File: config.mk
export PLATFORM = sky130hd
export DESIGN_NAME = gpio_ports
export DESIGN_NICKNAME = d
export VERILOG_FILES = /design/src/include/gpio_pkg.sv /design/src/design/port_pin_stage.sv /design/src/design/gpio_ports.sv
export SDC_FILE = /design/constraint.sdc
export NUM_CORES = 1
export LEC_CHECK = 0
export BUFFER_PORTS_ARGS = -buffer_cell sky130_fd_sc_hd__buf_2
export CAP_MARGIN = 0
export CORE_MARGIN = 3
export CORE_UTILIZATION = 50
export CTS_CLUSTER_SIZE = 12
export DETAILED_ROUTE_END_ITERATION = 8
export GPL_TIMING_DRIVEN = 0
export PLACE_DENSITY = 0.81
export RECOVER_POWER = 25
export SLEW_MARGIN = 10
export SYNTH_ARGS = -nofsm -noshare
export SYNTH_HDL_FRONTEND = slang
export SYNTH_SLANG_ARGS = --single-unit
File: constraint.sdc
create_clock -name clk -period 3.14 [get_ports clk]
set_clock_uncertainty 0.05 [all_clocks]
set_input_delay 0.628 -clock clk [delete_from_list [all_inputs] [get_ports clk]]
set_output_delay 0.628 -clock clk [all_outputs]
set_load 0.005 [all_outputs]
File: src/include/gpio_pkg.sv
// Register indices, field layout and reset values for the GPIO block
package gpio_pkg;
  // ==========================================================
  // Register indices (byte address = index * 4)
  localparam logic [7:0] IDX_P4_ANALOG = 8'haf;
  localparam logic [7:0] IDX_ADC_MODE = 8'hb1;
  localparam logic [7:0] IDX_P0_DIR = 8'hb8;
  localparam logic [7:0] IDX_P4_DIR = 8'hc4;
  localparam logic [7:0] IDX_P5_DIR = 8'hc5;
  localparam logic [7:0] IDX_P0_DATA = 8'hd0;
  localparam logic [7:0] IDX_P4_DATA = 8'hd4;
  localparam logic [7:0] IDX_P5_DATA = 8'hd5;
  localparam logic [7:0] IDX_P0_PU = 8'he0;
  localparam logic [7:0] IDX_P4_PU = 8'he4;
  localparam logic [7:0] IDX_P5_PU = 8'he5;
  localparam logic [7:0] IDX_BIT_OP = 8'hf0;
  // ==========================================================
  // Implemented and fixed bits
  localparam logic [7:0] P0_IMPL = 8'hf7;
  localparam logic [7:0] P0_DATA_WR = 8'h6f;
  localparam logic [7:0] P45_IMPL = 8'h1f;
  localparam logic [7:0] ADM_IMPL = 8'hf7;
  localparam logic [7:0] P0_PIN3_ONE = 8'h08;
  localparam logic [7:0] NO_ONES = 8'h00;
  localparam logic [7:0] REG_RST = 8'h00;
  localparam logic [7:0] P0_FIXED_RST = 8'h08;
  localparam int P0_PIN3 = 3;
  // ==========================================================
  // Converter mode fields
  localparam int ADM_ANALOG_GLOBAL_CHANNEL_ENABLE = 4;
  localparam int ADM_CHS_MSB = 2;
  localparam logic [2:0] AIN_PIN_COUNT = 3'd5;
  // ==========================================================
  // Bit set/clear command fields
  localparam int BOP_IDX_MSB = 7;
  localparam int BOP_BIT_LSB = 8;
  localparam int BOP_BIT_MSB = 10;
  localparam int BOP_VAL = 11;
  // ==========================================================
  // Bus constants
  localparam logic [2:0] HSIZE_WORD = 3'b010;
  localparam int HTRANS_ACTIVE = 1;
endpackage

File: src/design/port_pin_stage.sv
// Output stage of one port: drive, pull-up and sampled pin levels
`timescale 1ns/1ps
module port_pin_stage #(
  parameter int W = 8
) (
  input wire logic clk, // System clock
  input wire logic rstn, // Async reset, active low
  input wire logic [W-1:0] dir, // 1 = output
  input wire logic [W-1:0] latch, // Output latch
  input wire logic [W-1:0] pu, // Pull-up enables
  input wire logic [W-1:0] isolate, // Digital paths cut
  input wire logic [W-1:0] in_only, // Pins that never drive
  input wire logic [W-1:0] pin_in, // Pin levels
  output logic [W-1:0] pad_out, // Drive value
  output logic [W-1:0] pad_oe, // Drive enable
  output logic [W-1:0] pad_pu, // Pull-up on
  output logic [W-1:0] pin_level // Sampled digital level
);
  // ==========================================================
  // Drive path: latch always follows even when not driven, so a
  // direction change never shows a stale value
  always_ff @(posedge clk or negedge rstn) begin
    if (!rstn) begin
      pad_out <= '0;
      pad_oe <= '0;
    end else begin
      pad_out <= latch;
      pad_oe <= dir & ~isolate & ~in_only;
    end
  end

  // Pull-ups are cut on isolated and input-only pins
  always_ff @(posedge clk or negedge rstn) begin
    if (!rstn) begin
      pad_pu <= '0;
    end else begin
      pad_pu <= pu & ~isolate & ~in_only;
    end
  end

  // Isolated pins read low to avoid a floating analog level
  always_ff @(posedge clk or negedge rstn) begin
    if (!rstn) begin
      pin_level <= '0;
    end else begin
      pin_level <= pin_in & ~isolate;
    end
  end
endmodule

File: src/design/gpio_ports.sv
// GPIO ports 0, 4 and 5 with converter pin sharing, AHB-Lite slave
// Functional notes
// - Direction bit: 0 input, 1 output
// - Port0 pin3 input only, direction reads 1
// - All-ones pull-up writes enable every pull-up
// - Port0 pin3 no pull-up, bit holds 1
// - External reset option forces pin3 read 1
// - Data read returns present pin levels
// - Data write loads the output latch
// - At most one port4 pin is analog input
// - Analog-only bit isolates the pin's digital paths
// - Global enable 0 routes no pin
// - Global enable 1 claims selected pin
// - Channel select 000 to 101 picks channel
`timescale 1ns/1ps
module gpio_ports
  import gpio_pkg::*;
(
  input wire logic clk, // System clock, 125 MHz
  input wire logic rstn, // Async reset, active low
  input wire logic hsel, // Slave select
  input wire logic [31:0] haddr, // Byte address
  input wire logic [1:0] htrans, // Transfer type
  input wire logic hwrite, // 1 = write
  input wire logic [2:0] hsize, // Transfer size
  input wire logic [31:0] hwdata, // Write data
  input wire logic hready, // Bus ready
  output logic hreadyout, // Slave ready
  output logic [31:0] hrdata, // Read data
  output logic hresp, // Always OKAY
  input wire logic ext_reset_sel, // External reset option strap
  input wire logic [7:0] p0_pin_in, // Port0 pin levels
  output logic [7:0] p0_pin_out, // Port0 drive value
  output logic [7:0] p0_pin_oe, // Port0 drive enable
  output logic [7:0] p0_pullup, // Port0 pull-up on
  input wire logic [4:0] p4_pin_in, // Port4 pin levels
  output logic [4:0] p4_pin_out, // Port4 drive value
  output logic [4:0] p4_pin_oe, // Port4 drive enable
  output logic [4:0] p4_pullup, // Port4 pull-up on
  input wire logic [4:0] p5_pin_in, // Port5 pin levels
  output logic [4:0] p5_pin_out, // Port5 drive value
  output logic [4:0] p5_pin_oe, // Port5 drive enable
  output logic [4:0] p5_pullup, // Port5 pull-up on
  output logic [4:0] adc_pin_sel, // Port4 pin routed to converter
  output logic adc_route_en // Converter channel enabled
);
  // ==========================================================
  // Register state
  logic [7:0] port4_analog_only_cfg;
  logic [7:0] adc_mode_ctrl;
  logic [7:0] port0_direction;
  logic [7:0] port4_direction;
  logic [7:0] port5_direction;
  logic [7:0] port0_data;
  logic [7:0] port4_data;
  logic [7:0] port5_data;
  logic [7:0] port0_pullup_enable;
  logic [7:0] port4_pullup_enable;
  logic [7:0] port5_pullup_enable;
  logic ext_sel_q;
  logic wr_pend;
  logic [7:0] wr_idx;
  logic rd_pend;
  logic [7:0] rd_idx;
  logic addr_ok;
  logic addr_mapped;
  logic [7:0] addr_idx;
  logic [7:0] rd_val;
  logic [4:0] ain_onehot;
  logic [4:0] p4_isolate;
  logic [7:0] p0_level;
  logic [4:0] p4_level;
  logic [4:0] p5_level;
  logic [2:0] analog_channel_select;
  logic analog_global_channel_enable;

  // ==========================================================
  // Register update: word write or single-bit set/clear
  function automatic logic [7:0] upd(input logic [7:0] cur, input logic [7:0] idx,
                                     input logic [7:0] keep, input logic [7:0] ones,
                                     input logic w_now, input logic [7:0] w_idx,
                                     input logic [31:0] wd);
    logic [7:0] v;
    v = cur;
    if (w_now && w_idx == idx) begin
      v = wd[7:0];
    end else if (w_now && w_idx == IDX_BIT_OP && wd[BOP_IDX_MSB:0] == idx) begin
      v[wd[BOP_BIT_MSB:BOP_BIT_LSB]] = wd[BOP_VAL];
    end
    return (v & keep) | ones;
  endfunction

  // ==========================================================
  // Bus address phase
  assign addr_ok = hsel && htrans[HTRANS_ACTIVE] && hready;
  assign addr_mapped = (haddr[31:10] == 22'h0);
  assign addr_idx = addr_mapped ? haddr[9:2] : 8'h00;

  // Capture address phase; sub-word writes are dropped
  always_ff @(posedge clk or negedge rstn) begin
    if (!rstn) begin
      wr_pend <= 1'b0;
      wr_idx <= 8'h00;
      rd_pend <= 1'b0;
      rd_idx <= 8'h00;
    end else begin
      wr_pend <= addr_ok && hwrite && (hsize == HSIZE_WORD);
      rd_pend <= addr_ok && !hwrite;
      if (addr_ok) begin
        wr_idx <= addr_idx;
        rd_idx <= addr_idx;
      end
    end
  end

  // One wait state on reads so a write just before is seen
  always_ff @(posedge clk or negedge rstn) begin
    if (!rstn) begin
      hreadyout <= 1'b1;
    end else begin
      hreadyout <= !(addr_ok && !hwrite);
    end
  end

  // Response is always OKAY
  always_ff @(posedge clk or negedge rstn) begin
    if (!rstn) begin
      hresp <= 1'b0;
    end else begin
      hresp <= 1'b0;
    end
  end

  // ==========================================================
  // Strap for the external reset option, resampled on every clock after release
  always_ff @(posedge clk or negedge rstn) begin
    if (!rstn) begin
      ext_sel_q <= 1'b0;
    end else begin
      ext_sel_q <= ext_reset_sel;
    end
  end

  // ==========================================================
  // Direction registers; port0 pin3 stays 1
  always_ff @(posedge clk or negedge rstn) begin
    if (!rstn) begin
      port0_direction <= P0_FIXED_RST;
      port4_direction <= REG_RST;
      port5_direction <= REG_RST;
    end else begin
      port0_direction <= upd(port0_direction, IDX_P0_DIR, P0_IMPL, P0_PIN3_ONE,
                             wr_pend, wr_idx, hwdata);
      port4_direction <= upd(port4_direction, IDX_P4_DIR, P45_IMPL, NO_ONES,
                             wr_pend, wr_idx, hwdata);
      port5_direction <= upd(port5_direction, IDX_P5_DIR, P45_IMPL, NO_ONES,
                             wr_pend, wr_idx, hwdata);
    end
  end

  // Output latches; port0 bits 7 and 4 are read-only
  always_ff @(posedge clk or negedge rstn) begin
    if (!rstn) begin
      port0_data <= REG_RST;
      port4_data <= REG_RST;
      port5_data <= REG_RST;
    end else begin
      port0_data <= upd(port0_data, IDX_P0_DATA, P0_DATA_WR, NO_ONES,
                        wr_pend, wr_idx, hwdata);
      port4_data <= upd(port4_data, IDX_P4_DATA, P45_IMPL, NO_ONES,
                        wr_pend, wr_idx, hwdata);
      port5_data <= upd(port5_data, IDX_P5_DATA, P45_IMPL, NO_ONES,
                        wr_pend, wr_idx, hwdata);
    end
  end

  // Pull-up enables; port0 pin3 control bit pinned to 1
  always_ff @(posedge clk or negedge rstn) begin
    if (!rstn) begin
      port0_pullup_enable <= P0_FIXED_RST;
      port4_pullup_enable <= REG_RST;
      port5_pullup_enable <= REG_RST;
    end else begin
      port0_pullup_enable <= upd(port0_pullup_enable, IDX_P0_PU, P0_IMPL, P0_PIN3_ONE,
                                 wr_pend, wr_idx, hwdata);
      port4_pullup_enable <= upd(port4_pullup_enable, IDX_P4_PU, P45_IMPL, NO_ONES,
                                 wr_pend, wr_idx, hwdata);
      port5_pullup_enable <= upd(port5_pullup_enable, IDX_P5_PU, P45_IMPL, NO_ONES,
                                 wr_pend, wr_idx, hwdata);
    end
  end

  // Analog sharing controls
  always_ff @(posedge clk or negedge rstn) begin
    if (!rstn) begin
      port4_analog_only_cfg <= REG_RST;
      adc_mode_ctrl <= REG_RST;
    end else begin
      port4_analog_only_cfg <= upd(port4_analog_only_cfg, IDX_P4_ANALOG, P45_IMPL,
                                   NO_ONES, wr_pend, wr_idx, hwdata);
      adc_mode_ctrl <= upd(adc_mode_ctrl, IDX_ADC_MODE, ADM_IMPL, NO_ONES,
                           wr_pend, wr_idx, hwdata);
    end
  end

  // ==========================================================
  // Channel routing: channel 5 has no port4 pin, so it claims none
  assign analog_channel_select = adc_mode_ctrl[ADM_CHS_MSB:0];
  assign analog_global_channel_enable = adc_mode_ctrl[ADM_ANALOG_GLOBAL_CHANNEL_ENABLE];
  always_comb begin
    ain_onehot = 5'h00;
    if (analog_global_channel_enable && analog_channel_select < AIN_PIN_COUNT) begin
      ain_onehot = 5'(5'h01 << analog_channel_select);
    end
  end
  assign p4_isolate = port4_analog_only_cfg[4:0] | ain_onehot;

  // Converter routing outputs
  always_ff @(posedge clk or negedge rstn) begin
    if (!rstn) begin
      adc_pin_sel <= 5'h00;
      adc_route_en <= 1'b0;
    end else begin
      adc_pin_sel <= ain_onehot;
      adc_route_en <= analog_global_channel_enable;
    end
  end

  // ==========================================================
  // Pin stages
  port_pin_stage #(.W(8)) u_port0 (
    .clk(clk),
    .rstn(rstn),
    .dir(port0_direction),
    .latch(port0_data),
    .pu(port0_pullup_enable),
    .isolate(8'h00),
    .in_only(P0_PIN3_ONE),
    .pin_in(p0_pin_in),
    .pad_out(p0_pin_out),
    .pad_oe(p0_pin_oe),
    .pad_pu(p0_pullup),
    .pin_level(p0_level)
  );

  port_pin_stage #(.W(5)) u_port4 (
    .clk(clk),
    .rstn(rstn),
    .dir(port4_direction[4:0]),
    .latch(port4_data[4:0]),
    .pu(port4_pullup_enable[4:0]),
    .isolate(p4_isolate),
    .in_only(5'h00),
    .pin_in(p4_pin_in),
    .pad_out(p4_pin_out),
    .pad_oe(p4_pin_oe),
    .pad_pu(p4_pullup),
    .pin_level(p4_level)
  );

  port_pin_stage #(.W(5)) u_port5 (
    .clk(clk),
    .rstn(rstn),
    .dir(port5_direction[4:0]),
    .latch(port5_data[4:0]),
    .pu(port5_pullup_enable[4:0]),
    .isolate(5'h00),
    .in_only(5'h00),
    .pin_in(p5_pin_in),
    .pad_out(p5_pin_out),
    .pad_oe(p5_pin_oe),
    .pad_pu(p5_pullup),
    .pin_level(p5_level)
  );

  // ==========================================================
  // Read mux: data registers show pins, not latches
  always_comb begin
    rd_val = 8'h00;
    unique case (rd_idx)
      IDX_P4_ANALOG: rd_val = port4_analog_only_cfg;
      IDX_ADC_MODE: rd_val = adc_mode_ctrl;
      IDX_P0_DIR: rd_val = port0_direction;
      IDX_P4_DIR: rd_val = port4_direction;
      IDX_P5_DIR: rd_val = port5_direction;
      IDX_P0_DATA: rd_val = p0_level | (ext_sel_q ? P0_PIN3_ONE : NO_ONES);
      IDX_P4_DATA: rd_val = {3'b000, p4_level};
      IDX_P5_DATA: rd_val = {3'b000, p5_level};
      IDX_P0_PU: rd_val = port0_pullup_enable;
      IDX_P4_PU: rd_val = port4_pullup_enable;
      IDX_P5_PU: rd_val = port5_pullup_enable;
      default: rd_val = 8'h00;
    endcase
  end

  // Read data loads during the wait state and then holds
  always_ff @(posedge clk or negedge rstn) begin
    if (!rstn) begin
      hrdata <= 32'h0;
    end else if (rd_pend && !hreadyout) begin
      hrdata <= {24'h0, rd_val};
    end
  end
endmodule

==> impl_metrics.tcl <==
set metrics [dict create \
    setup_tns_ps 0 \
    syn_inst 685 \
    die_w_microns 125 \
    antenna_found_initial 0 \
    io_pins 187 \
    vias 6332 \
    ys_ff_latch 156 \
    maxCapViolCount 1 \
    end_kind "flop" \
    rr_startpoint "rd_idx[5]$_DFFE_PN0P_" \
    clk_pin_slew_ps 60 \
    final_area_sq_um 8610 \
    syn_area_per_cell_sq_um 10.4 \
    fin_nets 955 \
    post_cts_resized 0 \
    post_drt_wl_per_cell_microns 20.0 \
    tightestPinTransition_ps 1680 \
    status "finished with violations" \
    min_to "u_port0.pin_level[0]$_DFF_PN0_" \
    cts_tree "yes" \
    hpwl_microns 15000 \
    grt_max_degree 89 \
    ant_nets 0 \
    setup_slack_ps 202 \
    synth-edff-count 0 \
    post_cts.repair.setup_buffers 0 \
    hp-class "in2reg" \
    drtIter0Drc 728 \
    p_leak_nw 4.06 \
    start_kind "flop" \
    rrSetupSlack_ps 200 \
    num_rows 42 \
    finalHoldViolCount 0 \
    area.growth.synth_to_final_pct 21.4 \
    synthFlopType "dfrtp_1" \
    io_buffers 129 \
    overflow 0 \
    violations "max-capacitance violations, max-slew violations" \
    routed_wl_microns 21000 \
    clk_path_buf_depth 2 \
    worstPathRequired_ps 3410 \
    clk_latency_ps 440 \
    worstPathArrival_ps 3210 \
    synth_area_sq_um 7090 \
    final.min_clock_period_ps 2940 \
    crit_fanout 8 \
    cts_buffers 17 \
    h-tree-depth 4 \
    holdWs_ps 245 \
    crit_type "reg2reg" \
    viasPerCell 6.03 \
    place_area_sq_um 8100 \
    initial_core_util_pct 52.3 \
    core_area_sq_um 13600 \
    r2r_end "hrdata[0]$_DFFE_PN0P_" \
    layout.cells.non_filler 1050 \
    powerDensity_nw_per_um2 482 \
    power_mw 4.15 \
    async_flop_share_pct 100 \
    die-area_sq_um 15700 \
    relSlewSlack_pct -12.2 \
    die_y_microns 125 \
    grt_pass1_wl_microns 33300 \
    grtUsageTotal_pct 27.1 \
    fmax_mhz 340 \
    synth.distinct_cells 60 \
    root_buffer "clkbuf_16" \
    period_share_pct 93.6 \
    post-place-ws_ps 342 \
    hp-start "p0_pin_in[0]" \
    drc 0 \
    postCtsHoldBufs 0 \
    rr_worst_depth 6 \
    synth-seq-area-share_pct 55.1 \
    dr.pass1.iters 6 \
    grt_pass1_vias 6193 \
    diodes 0 \
    cts.sinks 156 \
    setup_viol 0 \
    yosysWarnings 0 \
    dp_cells 1019 \
    gp_congestion 0.972 \
    ir_drop_uv 400 \
    drv_slew 69 \
    hold_depth 1 \
    final_util_pct 63.5 \
    rsz0062_at_grt "false" \
    final_layout_size_suffix_gt1_share_pct 23.7 \
]
layout make-up:
type                            count  area (sq um)
Buffer                             65           370
Clock buffer                       20           447
Clock inverter                     11          72.6
Fill cell                        1091          4950
Inverter                            6          22.5
Multi-Input combinational cell    486          2900
Sequential cell                   156          3910
Tap cell                          176           220
Timing Repair Buffer              130           673
flip-flops by register name, summed over array words and instances (netlist names), 6 cells and up:
register / flops
port0_pullup_enable: 7
port0_data: 6
u_port0.pin_level: 8
u_port0.pad_out: 6
adc_mode_ctrl: 7
u_port0.pad_pu: 7
hrdata: 8
rd_idx: 8
port0_direction: 7
u_port0.pad_oe: 7
worst max-delay path, cell delays in order (launching register included):
cell      delay (ps)
dfrtp_1          330
clkbuf_1         340
nand3b_1         120
nor4_1          1090
a21oi_1          130
a41o_1           430
o21ai_0          330
power breakdown:
group	internal (mW)	switching, mW
sequential	2.05	0.0265
combinational	0.0927	0.147
clock	1.02	0.814
layer usage:
| metal | global-route usage, % | vias to the layer above | wire length [microns] | part of all wire, % |
|---|---|---|---|---|
| met5 | 0 | - | 0 | 0 |
| met4 | 11.5 | 0 | 859 | 4.1 |
| met3 | 7.51 | 89 | 2380 | 11 |
| met2 | 41.9 | 449 | 9550 | 45 |
| met1 | 36.1 | 3014 | 8220 | 39 |
| li1 | - | 2780 | - | - |
synthesized netlist by cell type (18+ instances only):
cell | count | area share, %
dfrtp_1 | 155 | 55
nor2_1 | 69 | 3.7
o21ai_0 | 45 | 3.2
a22oi_1 | 35 | 3.7
o211ai_1 | 18 | 1.9
nand2_1 | 55 | 2.9
a21oi_1 | 42 | 3.0
clkbuf_1 | 27 | 1.4
buf_4 | 29 | 3.1
mux2i_1 | 33 | 4.7
and2_1 | 21 | 1.9
nand3_1 | 22 | 1.6
cell usage in the layout (no fill, tap or decap), types with 3 or more instances in the layout:
cell type and instances:
a2111oi_0 4, a21oi_1 42, a22o_1 8, a22oi_1 35, a31oi_1 10, and2_1 21
and3_1 5, and4b_1 3, buf_1 5, buf_2 130, buf_4 29, clkbuf_1 29
clkbuf_16 17, clkinv_1 4, clkinv_2 5, clkinvlp_4 4, conb_1 29, dfrtp_1 155
mux2_2 3, mux2i_1 33, nand2_1 55, nand2b_1 4, nand3_1 22, nand3b_1 6
nand4_1 6, nor2_1 69, nor2b_1 7, nor3_1 7, nor3b_1 3, nor4_1 7
o211ai_1 18, o21ai_0 45, o221ai_1 4, o22a_1 3, o22ai_1 5, o311ai_1 3
or2_2 3
worst max-delay path by stage:
stage / from / endpoint / slack [ps] / cells after the start
6_report: rd_idx[5]$_DFFE_PN0P_ / hrdata[0]$_DFFE_PN0P_ / 200 / 6
5_1_grt: rd_idx[3]$_DFFE_PN0P_ / port4_direction[2]$_DFFE_PN0P_ / 110 / 6
4_1_cts: rd_idx[5]$_DFFE_PN0P_ / hrdata[0]$_DFFE_PN0P_ / 360 / 7
3_5_place_dp: rd_idx[5]$_DFFE_PN0P_ / hrdata[0]$_DFFE_PN0P_ / 340 / 7
3_3_place_gp: rstn / u_port0.pad_oe[5]$_DFF_PN0_ / -790 / 1
2_1_floorplan: rd_idx[1]$_DFFE_PN0P_ / port0_pullup_enable[2]$_DFFE_PN0P_ / 850 / 7
kinds of logic (layout without fill, tap and decap cells):
logic type             count (synthesis)  after routing  synth area share, %
other                                  1             29               0.0529
AO/OA/AOI/OAI                        186            186                 16.8
AND/OR/NAND/NOR                      235            235                 17.4
multiplexers                          36             36                 5.13
buffers and inverters                 71            232                 5.54
flip-flops                           156            156                 55.1
No activity file was read; power rests on OpenSTA's default activity.
